===== src/rtl/pmc_pkg.sv =====
/*
 * Package for the prescaler and power-mode controller: register map,
 * field positions, reset values, mode encodings, carrier structs.
 * Assumes a single 250 MHz core clock and a synchronous reset.
 */
// Summary of operation
// a 13-bit system prescaler counts on the system clock for peripherals
// reset clears the system prescaler; it counts once reset is released
// standby and subsleep stop the oscillator and hold the prescaler at zero
// the system prescaler count is never readable or writable by software
// each peripheral picks its own prescaler tap independently
// in active and sleep, prescaler input is divided by the 3-bit ratio field
// a 5-bit watch prescaler counts subclock divided by four for the RTC
// reset clears the watch prescaler; it counts once reset ends
// watch prescaler keeps counting in standby, subactive and subsleep
// active mode runs on oscillator clock divided by 1, 8, 16, 32 or 64
// subactive mode runs on the watch clock divided by 2, 4 or 8
// sleep and subsleep halt the CPU; peripherals keep their clock
// standby halts CPU and peripherals; only the RTC time base runs
// each unused peripheral can be halted alone by module halt bits
// on sleep, standby select 0 gives sleep or subsleep, 1 gives standby
// wait select bits 6..4 set the settling wait leaving low-power modes
// the same wait select times the switch to the external clock
// software programs at least 6.5 ms for resonators, 100 us external
// the settling wait lies between the programmed count and twice it
// peripheral clocks are one-cycle enables from a prescaler bit rising
package pmc_pkg;

  // ****************************************
  // register map (byte addresses)
  // ****************************************
  localparam logic [4:0] PMC_OFF_WAIT_CTRL = 5'h00;
  localparam logic [4:0] PMC_OFF_MODE_TWO = 5'h04;
  localparam logic [4:0] PMC_OFF_HALT_ONE = 5'h08;
  localparam logic [4:0] PMC_OFF_HALT_TWO = 5'h0C;
  localparam logic [4:0] PMC_OFF_TAP_LO = 5'h10;
  localparam logic [4:0] PMC_OFF_TAP_HI = 5'h14;
  localparam logic [4:0] PMC_OFF_STATUS = 5'h18;

  // ****************************************
  // fields and reset values
  // ****************************************
  localparam int PMC_STANDBY_SELECT_BIT = 7;
  localparam int PMC_STS_LSB = 4;
  localparam int PMC_DIV_LSB = 0;
  localparam int PMC_SUB_LSB = 3;
  localparam int PMC_LSPD_BIT = 5;
  localparam int PMC_EXT_BIT = 6;
  localparam int PMC_NUM_PER = 16;
  localparam int PMC_PS_W = 13;
  localparam int PMC_WPS_W = 5;
  localparam int PMC_WAIT_W = 18;
  localparam logic [7:0] PMC_RST_WAIT_CTRL = 8'h00;
  localparam logic [7:0] PMC_RST_MODE_TWO = 8'h00;
  localparam logic [7:0] PMC_RST_HALT = 8'h00;
  localparam logic [31:0] PMC_RST_TAP = 32'h00000000;
  localparam logic [3:0] PMC_TAP_MAX = 4'hC;

  // ****************************************
  // modes
  // ****************************************
  typedef enum logic [5:0] {
    PMC_ACTIVE = 6'h01,
    PMC_SLEEP = 6'h02,
    PMC_SUBACT = 6'h04,
    PMC_SUBSLP = 6'h08,
    PMC_STBY = 6'h10,
    PMC_SETTLE = 6'h20
  } pmc_mode_t;

  // ****************************************
  // carriers
  // ****************************************
  typedef struct packed {
    logic read;
    logic write;
    logic [4:0] address;
    logic [31:0] writedata;
    logic [3:0] byteenable;
  } pmc_avm_req_t;

  typedef struct packed {
    logic waitrequest;
    logic [31:0] readdata;
  } pmc_avm_rsp_t;

  typedef struct packed {
    logic cpu_clk_en;
    logic cpu_halt;
    logic ext_osc_en;
    logic clk_src_ext;
    logic rtc_tick;
    logic [PMC_NUM_PER-1:0] per_clk_en;
    pmc_mode_t mode;
  } pmc_clk_out_t;

  // ****************************************
  // helpers
  // ****************************************
  function automatic logic [PMC_WAIT_W-1:0] pmc_wait_states(
      input logic [2:0] sel);
    case (sel)
      3'h0: pmc_wait_states = 18'h02000;
      3'h1: pmc_wait_states = 18'h04000;
      3'h2: pmc_wait_states = 18'h08000;
      3'h3: pmc_wait_states = 18'h10000;
      3'h4: pmc_wait_states = 18'h20000;
      3'h5: pmc_wait_states = 18'h00400;
      3'h6: pmc_wait_states = 18'h00080;
      default: pmc_wait_states = 18'h00010;
    endcase
  endfunction : pmc_wait_states

  function automatic logic [31:0] pmc_merge(input logic [31:0] old,
      input logic [31:0] wd, input logic [3:0] be);
    logic [31:0] r;
    r = old;
    for (int i = 0; i < 4; i++) begin
      if (be[i]) begin
        r[i*8 +: 8] = wd[i*8 +: 8];
      end
    end
    pmc_merge = r;
  endfunction : pmc_merge

endpackage : pmc_pkg


===== src/rtl/pmc_sync3.sv =====
/*
 * Three-flop synchroniser for the subclock pin with rising-edge pulse.
 * Assumes the pin toggles far slower than the core clock.
 */
`timescale 1ns/1ns
`default_nettype none
module pmc_sync3
  import pmc_pkg::*;
(
  input wire logic core_clk_i,
  input wire logic rst_i,
  input wire logic pin_i,
  output logic rise_o
);

  typedef struct packed {
    logic [2:0] ff;
    logic level;
    logic rise;
  } pmc_sync_st_t;

  pmc_sync_st_t s_reg;
  pmc_sync_st_t s_next;

  // ****************************************
  // filter
  // ****************************************
  always_comb begin
    s_next = s_reg;
    s_next.ff = {s_reg.ff[1:0], pin_i};
    s_next.rise = 1'b0;
    // stage 1 feeds stage 2 only; stages 2 and 3 must agree
    if (s_reg.ff[1] == s_reg.ff[2]) begin
      s_next.level = s_reg.ff[2];
      s_next.rise = s_reg.ff[2] & ~s_reg.level;
    end
  end

  always_ff @(posedge core_clk_i) begin
    if (rst_i) begin
      s_reg <= '0;
    end else begin
      s_reg <= s_next;
    end
  end

  assign rise_o = s_reg.rise;

endmodule : pmc_sync3
`default_nettype wire


===== src/rtl/pmc_top.sv =====
/*
 * Prescaler and power-mode controller: system and watch prescalers,
 * six-mode power controller, per-peripheral clock enables, Avalon-MM
 * register slave with waitrequest.
 * Assumes sleep and wake requests come from core-clock logic, and the
 * subclock arrives asynchronously on a pin.
 */
// Decided for this implementation: the Avalon-MM register port and the register addresses.
`timescale 1ns/1ns
`default_nettype none
module pmc_top
  import pmc_pkg::*;
#(
  parameter int unsigned WAIT_SHIFT = 0
) (
  input wire logic core_clk_i,
  input wire logic rst_i,
  input wire logic avs_read_i,
  input wire logic avs_write_i,
  input wire logic [4:0] avs_address_i,
  input wire logic [31:0] avs_writedata_i,
  input wire logic [3:0] avs_byteenable_i,
  output logic [31:0] avs_readdata_o,
  output logic avs_waitrequest_o,
  input wire logic sleep_exec_i,
  input wire logic wake_i,
  input wire logic subclk_i,
  output logic cpu_clk_en_o,
  output logic cpu_halt_o,
  output logic ext_osc_en_o,
  output logic clk_src_ext_o,
  output logic rtc_tick_o,
  output logic [PMC_NUM_PER-1:0] per_clk_en_o,
  output logic [5:0] mode_o
);

  // ****************************************
  // state
  // ****************************************
  typedef struct packed {
    logic standby_select;
    logic [2:0] sts;
    logic [2:0] div_sel;
    logic [1:0] sub_sel;
    logic low_spd;
    logic ext_req;
    logic ext_src;
    logic [PMC_NUM_PER-1:0] halt;
    logic [63:0] tap;
    logic [5:0] div_cnt;
    logic [PMC_PS_W-1:0] ps;
    logic [2:0] sub_cnt;
    logic [1:0] wdiv;
    logic [PMC_WPS_W-1:0] wps;
    logic settle_start;
    pmc_avm_rsp_t rsp;
    pmc_clk_out_t out;
  } pmc_top_st_t;

  pmc_top_st_t s_reg;
  pmc_top_st_t s_next;
  pmc_avm_req_t req;
  logic sub_rise;
  logic wait_done;
  logic sys_tick;
  logic sub_tick;
  logic ps_run;
  logic per_run;
  logic [PMC_PS_W-1:0] ps_new;
  logic [PMC_NUM_PER-1:0] tap_rise;
  logic [31:0] rd_mux;
  logic [31:0] wait_word;
  logic [31:0] mode_word;
  logic [31:0] status_word;

  assign req = '{read: avs_read_i, write: avs_write_i,
                 address: avs_address_i, writedata: avs_writedata_i,
                 byteenable: avs_byteenable_i};

  // ****************************************
  // leaf blocks
  // ****************************************
  pmc_sync3 u_sub_sync (
    .core_clk_i(core_clk_i),
    .rst_i(rst_i),
    .pin_i(subclk_i),
    .rise_o(sub_rise)
  );

  pmc_wait_timer #(
    .WAIT_SHIFT(WAIT_SHIFT)
  ) u_wait (
    .core_clk_i(core_clk_i),
    .rst_i(rst_i),
    .start_i(s_reg.settle_start),
    .sel_i(s_reg.sts),
    .done_o(wait_done)
  );

  // ****************************************
  // rate enables
  // ****************************************
  always_comb begin
    // oscillator divided by 1, 8, 16, 32, 64
    case (s_reg.div_sel)
      3'h0: sys_tick = 1'b1;
      3'h1: sys_tick = &s_reg.div_cnt[2:0];
      3'h2: sys_tick = &s_reg.div_cnt[3:0];
      3'h3: sys_tick = &s_reg.div_cnt[4:0];
      default: sys_tick = &s_reg.div_cnt[5:0];
    endcase
    // watch clock divided by 2, 4, 8
    case (s_reg.sub_sel)
      2'h0: sub_tick = sub_rise & s_reg.sub_cnt[0];
      2'h1: sub_tick = sub_rise & (&s_reg.sub_cnt[1:0]);
      default: sub_tick = sub_rise & (&s_reg.sub_cnt[2:0]);
    endcase
  end

  // oscillator-fed modes only
  assign ps_run = (s_reg.out.mode == PMC_ACTIVE) |
                  (s_reg.out.mode == PMC_SLEEP) |
                  (s_reg.out.mode == PMC_SETTLE);
  // peripherals stop in standby
  assign per_run = (s_reg.out.mode != PMC_STBY);
  // count on the divided system clock
  assign ps_new = (ps_run && sys_tick) ? s_reg.ps + 13'h0001 : s_reg.ps;

  // ****************************************
  // per-peripheral enables
  // ****************************************
  genvar gp;
  generate
    for (gp = 0; gp < PMC_NUM_PER; gp++) begin : g_per
      logic [3:0] t;
      assign t = (s_reg.tap[gp*4 +: 4] > PMC_TAP_MAX) ? PMC_TAP_MAX :
                 s_reg.tap[gp*4 +: 4];
      // independent tap per peripheral
      // pulse on tap bit rising
      assign tap_rise[gp] = ps_run & sys_tick & ps_new[t] & ~s_reg.ps[t];
    end
  endgenerate

  // ****************************************
  // register read words
  // ****************************************
  assign wait_word = {24'h000000, s_reg.standby_select, s_reg.sts, 4'h0};
  assign mode_word = {25'h0000000, s_reg.ext_req, s_reg.low_spd,
                      s_reg.sub_sel, s_reg.div_sel};
  // prescaler count kept off the bus
  assign status_word = {24'h000000, s_reg.out.clk_src_ext,
                        s_reg.settle_start | (s_reg.out.mode == PMC_SETTLE),
                        s_reg.out.mode};

  always_comb begin
    case (req.address)
      PMC_OFF_WAIT_CTRL: rd_mux = wait_word;
      PMC_OFF_MODE_TWO: rd_mux = mode_word;
      PMC_OFF_HALT_ONE: rd_mux = {24'h000000, s_reg.halt[7:0]};
      PMC_OFF_HALT_TWO: rd_mux = {24'h000000, s_reg.halt[15:8]};
      PMC_OFF_TAP_LO: rd_mux = s_reg.tap[31:0];
      PMC_OFF_TAP_HI: rd_mux = s_reg.tap[63:32];
      PMC_OFF_STATUS: rd_mux = status_word;
      default: rd_mux = 32'h00000000;
    endcase
  end

  // ****************************************
  // next state
  // ****************************************
  always_comb begin
    logic [31:0] w;
    logic wr_now;
    w = 32'h00000000;
    wr_now = 1'b0;
    s_next = s_reg;
    s_next.settle_start = 1'b0;

    // bus: one wait state, then waitrequest low for one cycle
    s_next.rsp.waitrequest = 1'b1;
    if ((req.read || req.write) && s_reg.rsp.waitrequest) begin
      s_next.rsp.waitrequest = 1'b0;
      s_next.rsp.readdata = req.read ? rd_mux : 32'h00000000;
      wr_now = req.write;
    end
    if (wr_now) begin
      case (req.address)
        PMC_OFF_WAIT_CTRL: begin
          w = pmc_merge(wait_word, req.writedata, req.byteenable);
          s_next.standby_select = w[PMC_STANDBY_SELECT_BIT];
          s_next.sts = w[PMC_STS_LSB +: 3];
        end
        PMC_OFF_MODE_TWO: begin
          w = pmc_merge(mode_word, req.writedata, req.byteenable);
          s_next.div_sel = w[PMC_DIV_LSB +: 3];
          s_next.sub_sel = w[PMC_SUB_LSB +: 2];
          s_next.low_spd = w[PMC_LSPD_BIT];
          s_next.ext_req = w[PMC_EXT_BIT];
          // dropping the request falls straight back to on-chip clock
          if (!w[PMC_EXT_BIT]) begin
            s_next.ext_src = 1'b0;
          end
        end
        // module halt bits
        PMC_OFF_HALT_ONE: begin
          if (req.byteenable[0]) begin
            s_next.halt[7:0] = req.writedata[7:0];
          end
        end
        PMC_OFF_HALT_TWO: begin
          if (req.byteenable[0]) begin
            s_next.halt[15:8] = req.writedata[7:0];
          end
        end
        PMC_OFF_TAP_LO: begin
          s_next.tap[31:0] = pmc_merge(s_reg.tap[31:0], req.writedata,
                                       req.byteenable);
        end
        PMC_OFF_TAP_HI: begin
          s_next.tap[63:32] = pmc_merge(s_reg.tap[63:32], req.writedata,
                                        req.byteenable);
        end
        default: begin
          w = 32'h00000000;
        end
      endcase
    end

    // ratio divider feeding prescaler
    s_next.div_cnt = ps_run ? s_reg.div_cnt + 6'h01 : 6'h00;
    // cleared whenever the oscillator is stopped
    s_next.ps = ps_run ? ps_new : '0;

    if (sub_rise) begin
      s_next.sub_cnt = s_reg.sub_cnt + 3'h1;
    end
    // watch prescaler on subclock divided by four, every mode
    s_next.out.rtc_tick = 1'b0;
    if (sub_rise) begin
      s_next.wdiv = s_reg.wdiv + 2'h1;
      if (s_reg.wdiv == 2'h3) begin
        s_next.wps = s_reg.wps + 5'h01;
        s_next.out.rtc_tick = &s_reg.wps;
      end
    end

    // ****************************************
    // mode controller
    // ****************************************
    case (s_reg.out.mode)
      PMC_ACTIVE: begin
        if (sleep_exec_i) begin
          // standby select chooses target
          if (s_reg.standby_select) begin
            s_next.out.mode = PMC_STBY;
          end else if (s_reg.low_spd) begin
            s_next.out.mode = PMC_SUBSLP;
          end else begin
            s_next.out.mode = PMC_SLEEP;
          end
        end else if (s_reg.low_spd) begin
          s_next.out.mode = PMC_SUBACT;
        end else if (s_reg.ext_req && !s_reg.ext_src) begin
          // switch to external clock waits too
          s_next.out.mode = PMC_SETTLE;
          s_next.settle_start = 1'b1;
        end
      end
      PMC_SLEEP: begin
        if (wake_i) begin
          s_next.out.mode = PMC_ACTIVE;
        end
      end
      PMC_SUBACT: begin
        if (sleep_exec_i) begin
          s_next.out.mode = s_reg.standby_select ? PMC_STBY : PMC_SUBSLP;
        end else if (!s_reg.low_spd) begin
          // settle before oscillator-clocked modes
          s_next.out.mode = PMC_SETTLE;
          s_next.settle_start = 1'b1;
        end
      end
      PMC_SUBSLP, PMC_STBY: begin
        if (wake_i) begin
          if (s_reg.low_spd) begin
            s_next.out.mode = PMC_SUBACT;
          end else begin
            // settling wait on exit
            s_next.out.mode = PMC_SETTLE;
            s_next.settle_start = 1'b1;
          end
        end
      end
      PMC_SETTLE: begin
        // on-chip clock until count expires
        if (wait_done) begin
          s_next.out.mode = PMC_ACTIVE;
          // a request dropped at this edge must not latch the external clock
          s_next.ext_src = s_reg.ext_req & s_next.ext_req;
        end
      end
      default: begin
        s_next.out.mode = PMC_ACTIVE;
      end
    endcase

    // ****************************************
    // clock outputs
    // ****************************************
    // CPU halted outside active, subactive and settling
    s_next.out.cpu_halt = !((s_reg.out.mode == PMC_ACTIVE) ||
                            (s_reg.out.mode == PMC_SUBACT) ||
                            (s_reg.out.mode == PMC_SETTLE));
    s_next.out.cpu_clk_en = 1'b0;
    if ((s_reg.out.mode == PMC_ACTIVE) || (s_reg.out.mode == PMC_SETTLE)) begin
      s_next.out.cpu_clk_en = sys_tick;
    end else if (s_reg.out.mode == PMC_SUBACT) begin
      s_next.out.cpu_clk_en = sub_tick;
    end
    // oscillator off in standby and subsleep
    s_next.out.ext_osc_en = ps_run;
    s_next.out.clk_src_ext = s_reg.ext_src &&
                             ((s_reg.out.mode == PMC_ACTIVE) ||
                              (s_reg.out.mode == PMC_SLEEP));
    // peripherals gated per module
    if (ps_run) begin
      s_next.out.per_clk_en = tap_rise & ~s_reg.halt;
    end else if (per_run) begin
      s_next.out.per_clk_en = {PMC_NUM_PER{sub_tick}} & ~s_reg.halt;
    end else begin
      s_next.out.per_clk_en = '0;
    end
  end

  // ****************************************
  // registers
  // ****************************************
  always_ff @(posedge core_clk_i) begin
    // both prescalers cleared by reset
    if (rst_i) begin
      s_reg <= '0;
      s_reg.standby_select <= PMC_RST_WAIT_CTRL[PMC_STANDBY_SELECT_BIT];
      s_reg.sts <= PMC_RST_WAIT_CTRL[PMC_STS_LSB +: 3];
      s_reg.div_sel <= PMC_RST_MODE_TWO[PMC_DIV_LSB +: 3];
      s_reg.sub_sel <= PMC_RST_MODE_TWO[PMC_SUB_LSB +: 2];
      s_reg.halt <= {PMC_RST_HALT, PMC_RST_HALT};
      s_reg.tap <= {PMC_RST_TAP, PMC_RST_TAP};
      s_reg.rsp.waitrequest <= 1'b1;
      s_reg.out.mode <= PMC_ACTIVE;
      s_reg.out.ext_osc_en <= 1'b1;
    end else begin
      s_reg <= s_next;
    end
  end

  // ****************************************
  // outputs
  // ****************************************
  assign avs_readdata_o = s_reg.rsp.readdata;
  assign avs_waitrequest_o = s_reg.rsp.waitrequest;
  assign cpu_clk_en_o = s_reg.out.cpu_clk_en;
  assign cpu_halt_o = s_reg.out.cpu_halt;
  assign ext_osc_en_o = s_reg.out.ext_osc_en;
  assign clk_src_ext_o = s_reg.out.clk_src_ext;
  assign rtc_tick_o = s_reg.out.rtc_tick;
  assign per_clk_en_o = s_reg.out.per_clk_en;
  assign mode_o = s_reg.out.mode;

endmodule : pmc_top
`default_nettype wire


===== src/rtl/pmc_wait_timer.sv =====
/*
 * Oscillator settling wait counter, timed in on-chip oscillator states.
 * Assumes start is a one-cycle pulse from the mode controller.
 */
`timescale 1ns/1ns
`default_nettype none
module pmc_wait_timer
  import pmc_pkg::*;
#(
  parameter int unsigned WAIT_SHIFT = 0
) (
  input wire logic core_clk_i,
  input wire logic rst_i,
  input wire logic start_i,
  input wire logic [2:0] sel_i,
  output logic done_o
);

  typedef struct packed {
    logic busy;
    logic [PMC_WAIT_W-1:0] cnt;
    logic done;
  } pmc_wait_st_t;

  pmc_wait_st_t s_reg;
  pmc_wait_st_t s_next;
  logic [PMC_WAIT_W-1:0] load;

  always_comb begin
    load = pmc_wait_states(sel_i) >> WAIT_SHIFT;
    if (load == '0) begin
      load = 18'h00001;
    end
    s_next = s_reg;
    s_next.done = 1'b0;
    // exact programmed count
    if (start_i) begin
      s_next.busy = 1'b1;
      s_next.cnt = load - 18'h00001;
    end else if (s_reg.busy) begin
      if (s_reg.cnt == '0) begin
        s_next.busy = 1'b0;
        s_next.done = 1'b1;
      end else begin
        s_next.cnt = s_reg.cnt - 18'h00001;
      end
    end
  end

  always_ff @(posedge core_clk_i) begin
    if (rst_i) begin
      s_reg <= '0;
    end else begin
      s_reg <= s_next;
    end
  end

  assign done_o = s_reg.done;

endmodule : pmc_wait_timer
`default_nettype wire

===== config.mk =====
export PLATFORM = sky130hd
export DESIGN_NAME = pmc_top
export DESIGN_NICKNAME = d
export VERILOG_FILES = /design/src/rtl/pmc_pkg.sv /design/src/rtl/pmc_sync3.sv /design/src/rtl/pmc_top.sv /design/src/rtl/pmc_wait_timer.sv
export SDC_FILE = /design/constraint.sdc
export NUM_CORES = 1
export LEC_CHECK = 0
export ABC_AREA = 1
export BUFFER_PORTS_ARGS = -buffer_cell sky130_fd_sc_hd__buf_2
export CELL_PAD_IN_SITES_DETAIL_PLACEMENT = 2
export CELL_PAD_IN_SITES_GLOBAL_PLACEMENT = 2
export CORE_MARGIN = 8
export CORE_UTILIZATION = 33
export DETAILED_ROUTE_END_ITERATION = 7
export PLACE_DENSITY = 0.83
export SLEW_MARGIN = 10
export SYNTH_ARGS = -nofsm -noshare
export SYNTH_HDL_FRONTEND = slang
export SYNTH_SLANG_ARGS = --single-unit

===== constraint.sdc =====
create_clock -name core_clk_i -period 3.3 [get_ports core_clk_i]
set_clock_uncertainty 0.2 [all_clocks]
set_input_delay 0.99 -clock core_clk_i [delete_from_list [all_inputs] [get_ports core_clk_i]]
set_output_delay 0.99 -clock core_clk_i [all_outputs]
set_load 0.005 [all_outputs]

==> results of run 1 <==
where the power goes:
group	switching, W	internal (W)	total [W]
Sequential	0.000443	0.00279	0.00324
Combinational	0.00586	0.00222	0.00809
Clock	0.00124	0.00186	0.00310
Total	0.00755	0.00687	0.0144
final cells by class:
class	instances	area, sq um	share of cell area [%]
Multi-Input combinational cell	1584	7690	50.0
Tap cell	532	666	4.33
Clock buffer	36	769	5.00
Timing Repair Buffer	165	1030	6.72
Clock inverter	10	138	0.895
Inverter	250	943	6.13
Sequential cell	207	4140	26.9
cells by family (layout without fill, tap and decap cells):
family,count (synthesis),count (layout),share of synthesized area (%)
simple gates,956,956,30.5
flops,207,207,30.4
buf+inv,401,461,13.3
compound gates,604,604,23.9
fa+ha+maj,10,10,0.918
xor+xnor,14,14,0.900
repair_timing:
action | 4_1_cts | 5_1_grt
setup buffers | 0 | 0
gates resized for setup | 0 | 1
endpoints found under the setup margin | 0 | 1
critical path, stage by stage, from the launching register on:
cell,delay (ns)
dfxtp_1,0.33
ha_1,0.22
inv_1,0.07
nor2_2,0.05
ha_1,0.18
nand2_1,0.07
nand4_1,0.08
nand2_1,0.26
inv_4,0.13
nand2_4,0.20
buf_4,0.25
nand2_1,0.12
nand2_4,0.33
a21oi_1,0.12
nand3_1,0.10
nand2_1,0.06
nand3_1,0.19
nand2_1,0.08
worst max path at each step:
| stage | from | end | depth (start not counted) |
|---|---|---|---|
| detailed placement | avs_address_i[1] | s_reg[136]$_SDFFE_PP0P_ | 9 |
| global route | s_reg[84]$_SDFF_PP0_ | per_clk_en_o[5]$_SDFF_PP0_ | 16 |
| floorplan | avs_address_i[1] | s_reg[93]$_SDFFE_PP0P_ | 9 |
| CTS | s_reg[84]$_SDFF_PP0_ | per_clk_en_o[5]$_SDFF_PP0_ | 17 |
| finish | s_reg[84]$_SDFF_PP0_ | per_clk_en_o[5]$_SDFF_PP0_ | 17 |
| global placement | avs_address_i[1] | s_reg[151]$_SDFFE_PP0P_ | 9 |
layer usage:
metal	track usage [%]	wire length, um
met1	35.6	29700
met2	47.7	32500
met3	3.48	4260
met5	0	0
met4	11.9	3080
through the flow:
stage          hold WS [ns]  power (W)
6_report              0.231     0.0144
5_1_grt               0.258     0.0150
4_1_cts               0.240     0.0143
3_5_place_dp          0.211     0.0111
3_3_place_gp          0.213     0.0108
2_1_floorplan         0.188    0.00778
synthesized netlist by cell type, drive strengths merged:
library cell  instances
a2111oi               1
a21boi                2
a21oi               255
a221oi                2
a22oi                 3
a31o                  1
a31oi                12
and3                  1
buf                  89
clkbuf               62
clkinv                7
dfxtp               207
ha                   10
inv                 243
nand2               444
nand3               246
nand3b                3
nand4                18
nor2                221
nor3                 19
nor3b                 1
nor4                  1
o2111ai               1
o211ai               27
o21a                  1
o21ai               236
o21bai                2
o221ai                4
o22ai                50
o31ai                 6
o41ai                 1
or2                   2
xnor2                 4
xor2                 10
==> impl_metrics.yaml, run 1 <==
drt:
  drt-pass1-iter-count: 5
  via_per_inst: 5.87
  ant_nets: 0
  wl_per_cell_um: 25.0
  vias: 16300
  wl_mm: 69.5
  drc_errors: 0
  drtIter0Drc: 1285
sta:
  slew_viol_final: 0
  setup_viol: 0
  maxSlewHeadroom_pct: 35.6
  final.setup.worst_slack_ns: 0.125
  worst_slew_pin_slew_ns: 0.965
  min_period_ns: 3.18
  period_share_pct: 96.2
  rsz0062_at_grt: "no"
  setup_tns_ns: 0
  hold_violations: 0
  max_clock_freq_mhz: 315
clocking:
  root_buffer: "clkbuf_16"
  cts.sinks: 207
  cts_tree: "built"
  clk-insertion-delay-late_ns: 0.56
  path_clk_slew_ns: 0.06
  h-tree-depth: 1
  cts_buffers: 26
  ctsHoldBuffers: 0
  clockBufferDepth: 3
synth:
  ys_warn_count: 0
  syn-num-nets: 2250
  synth_largest_area_cell: "dfxtp_1"
  synth_area_leaders: "dfxtp_1 30%, nand2_1 12%, a21oi_1 9.4%, nand3_1 8.9%, o21ai_0 8.6%"
  ys_types: 50
  synth_top_cell_area_share_pct: 30.4
  ys_seq_area_share_pct: 30.4
  syn_avg_cell_area_sq_um: 6.22
  ys_ff_latch: 207
  synth_area_sq_mm: 0.0136
  syn_inst: 2192
hold_path:
  min_to: "u_sub_sync.s_next[4]$_SDFF_PP0_"
  min_path_type: "flip-flop to flip-flop"
  holdCritStartpoint: "u_sub_sync.s_next[3]$_SDFF_PP0_"
  holdPathStages: 2
finish:
  final_cells: 2784
  final_core_util_pct: 37.7
  diodes: 0
  layout-drive-gt1-share_pct: 11.0
  fill_cells: 5068
  area_growth_pct: 12.9
  final_area_sq_mm: 0.0154
  layout_common_cells: "427 x nand2_1, 254 x a21oi_1, 242 x nand3_1, 239 x inv_1, 233 x o21ai_0"
  final_common_cell: "nand2_1"
  nNetsFinal: 2292
  largest_reg_flops: 115
setup_path:
  worstPathArrival_ns: 3.41
  start_kind: "flip-flop"
  end_kind: "flip-flop"
  crit_path_max_fanout: 17
  r2r-start: "s_reg[84]$_SDFF_PP0_"
  critPathKind: "flip-flop to flip-flop"
  r2r_cells: 17
  cp.required_ns: 3.54
  reg2reg_slack_ns: 0.12
  rr_endpoint: "per_clk_en_o[5]$_SDFF_PP0_"
global_routing:
  grt_pass1_wl_mm: 106
  grt_util_all_layers_pct: 28.1
  antenna_found_initial: 0
  grt-ovfl-total: 0
  grt_max_degree: 72
  grt_pass1_vias: 17300
place:
  hpwl_mm: 49.7
  pre_cts_slack_ns: 0.0684
  place_congestion: 0.925
  port-buffer-count: 107
  placed_area_sq_mm: 0.0145
  dpl.cell_count: 2738
job:
  cap_violations: 0
floorplanning:
  start_util_pct: 33.4
  rows: 74
  core_sq_mm: 0.0408
  ios: 108
  die-area_sq_mm: 0.0480
  dieWidth_um: 219
  die_y_um: 219
pwr:
  pwr_density_cell_mw_per_mm2: 937
  p_leak_nw: 6.36
  max-vdd-ir-drop_v: 0.000503
outcome:
  status: "complete, no violations"
Note: power is estimated with default switching activity, not from simulation.
==> inputs of run 2 (changes only) <==
BUFFER_PORTS_ARGS = -buffer_cell sky130_fd_sc_hd__buf_4   (was -buffer_cell sky130_fd_sc_hd__buf_2)
TNS_END_PERCENT = 100   (was not set)
==> run 2 against run 1 <==
Compared with the run above:
- routed wire length grew 2.7%
- critical path depth shrank 1
- sequential cell count is the same
- setup slack gained 0.055 ns
- combinational power grew 3.5%
- fmax grew 1.8%
- clock power grew 3%
- sequential power is essentially flat
- register-to-register slack gained 0.05 ns
- worst hold slack lost 0.024 ns
- largest cell class unchanged
==> impl_metrics.yaml, run 2 (synthesized netlist as in run 1, its figures left out) <==
outcome:
  status: "complete, no violations"
clocking:
  clk-insertion-delay-late_ns: 0.59
  h-tree-depth: 1
  path_clk_slew_ns: 0.06
  cts_tree: "built"
  ctsHoldBuffers: 0
  root_buffer: "clkbuf_16"
  cts_buffers: 27
  clockBufferDepth: 3
  cts.sinks: 207
sta:
  maxSlewHeadroom_pct: 32.6
  setup_tns_ns: 0
  min_period_ns: 3.12
  rsz0062_at_grt: "no"
  final.setup.worst_slack_ns: 0.179
  worst_slew_pin_slew_ns: 1.01
  setup_viol: 0
  hold_violations: 0
  max_clock_freq_mhz: 320
  hold_slack_ns: 0.207
  period_share_pct: 94.6
  slew_viol_final: 0
finish:
  multi_input_area_sq_mm: 0.00772
  final_area_sq_mm: 0.0157
  area_growth_pct: 15.3
  layout_common_cells: "425 x nand2_1, 254 x a21oi_1, 242 x nand3_1, 239 x inv_1, 233 x o21ai_0"
  final_common_cell: "nand2_1"
  fill_cells: 4983
  largest_reg_flops: 115
  diodes: 0
  nNetsFinal: 2295
  final_core_util_pct: 38.5
  layout-drive-gt1-share_pct: 11.1
  seqCellArea_sq_mm: 0.00414
setup_path:
  cp.required_ns: 3.58
  crit_family: "simple AND/OR/NAND/NOR gates"
  end_kind: "flip-flop"
  critPathKind: "flip-flop to flip-flop"
  slowest_delay_ns: 0.39
  slowest_stage: "nand3_1"
  path_cells: "ha_1, inv_1, nor2_2, ha_1, nand2_1, nand4_1, nand2_1, inv_2, nand3_1, buf_4, nand3_1, nand3_1, nand2_1, nand3_1, nand3_1, nand2_1"
  start_kind: "flip-flop"
  crit_path_max_fanout: 12
  crit_buf_inv: 3
  crit_path_frequent_cell: "nand3_1"
  worstPathArrival_ns: 3.40
floorplanning:
  start_util_pct: 33.4
  core_sq_mm: 0.0408
  die_y_um: 219
  dieWidth_um: 219
  rows: 74
  ios: 108
  die-area_sq_mm: 0.0480
pwr:
  max-vdd-ir-drop_v: 0.000596
  p_leak_nw: 6.44
  pwr_density_cell_mw_per_mm2: 940
global_routing:
  grt-ovfl-total: 0
  grt_util_all_layers_pct: 28.7
  grt_max_degree: 82
  antenna_found_initial: 0
  grt_pass1_wl_mm: 107
  grt_pass1_vias: 17600
place:
  hpwl_mm: 50.1
  pre_cts_slack_ns: -0.0548
  port-buffer-count: 107
  placed_area_sq_mm: 0.0147
  place_congestion: 0.939
drt:
  via_per_inst: 5.92
  drtIter0Drc: 1063
  ant_nets: 0
  drt-pass1-iter-count: 5
  drc_errors: 0
  vias: 16500
  wl_mm: 71.3
  wl_per_cell_um: 25.6
job:
  cap_violations: 0
hold_path:
  min_path_type: "flip-flop to flip-flop"
-- run 2: final timing paths --
kind / slack, ns / cells after the start / endpoint / from
worst min-delay path: 0.21 / 2 / u_sub_sync.s_next[4]$_SDFF_PP0_ / u_sub_sync.s_next[3]$_SDFF_PP0_
worst max register to register: 0.18 / 16 / per_clk_en_o[9]$_SDFF_PP0_ / s_reg[84]$_SDFF_PP0_
worst min register to register: 0.21 / 2 / u_sub_sync.s_next[4]$_SDFF_PP0_ / u_sub_sync.s_next[3]$_SDFF_PP0_
worst max-delay path: 0.18 / 16 / per_clk_en_o[9]$_SDFF_PP0_ / s_reg[84]$_SDFF_PP0_
-- run 2: stage by stage --
| step | cells | total power (W) |
|---|---|---|
| floorplan | 2192 | 0.00778 |
| global placement | 2734 | 0.0109 |
| detailed placement | 2734 | 0.0111 |
| CTS | 2781 | 0.0144 |
| global route | 2787 | 0.0152 |
| finish | 2787 | 0.0148 |
-- run 2: layer usage --
metal / global-route usage [%] / routed length (um) / up-vias / part of all wire, %
li1: - / - / 7367 / -
met5: 0 / 0 / - / 0
met4: 15.1 / 3910 / 0 / 5.5
met2: 47.8 / 33100 / 641 / 46
met1: 35.7 / 29800 / 8262 / 42
met3: 4.05 / 4490 / 224 / 6.3
-- run 2: repair_timing --
item                                    4_1_cts  5_1_grt
buffers inserted                              0        6
gates resized for setup                       0        5
endpoints found under the setup margin        0       16
-- run 2: area by class of cell --
class	instances	share of cell area, %
Clock inverter	8	0.852
Tap cell	532	4.24
Inverter	250	5.99
Timing Repair Buffer	167	8.30
Clock buffer	39	5.10
Sequential cell	207	26.4
Multi-Input combinational cell	1584	49.1
-- run 2: worst min-delay path, stage by stage, from the launching register on --
cell	delay (ns)
dfxtp_1	0.30
inv_1	0.04
nor2_1	0.03
-- run 2: power breakdown --
group	internal [W]	switching (W)
Combinational	0.00227	0.00610
Sequential	0.00279	0.000418
Clock	0.00191	0.00127
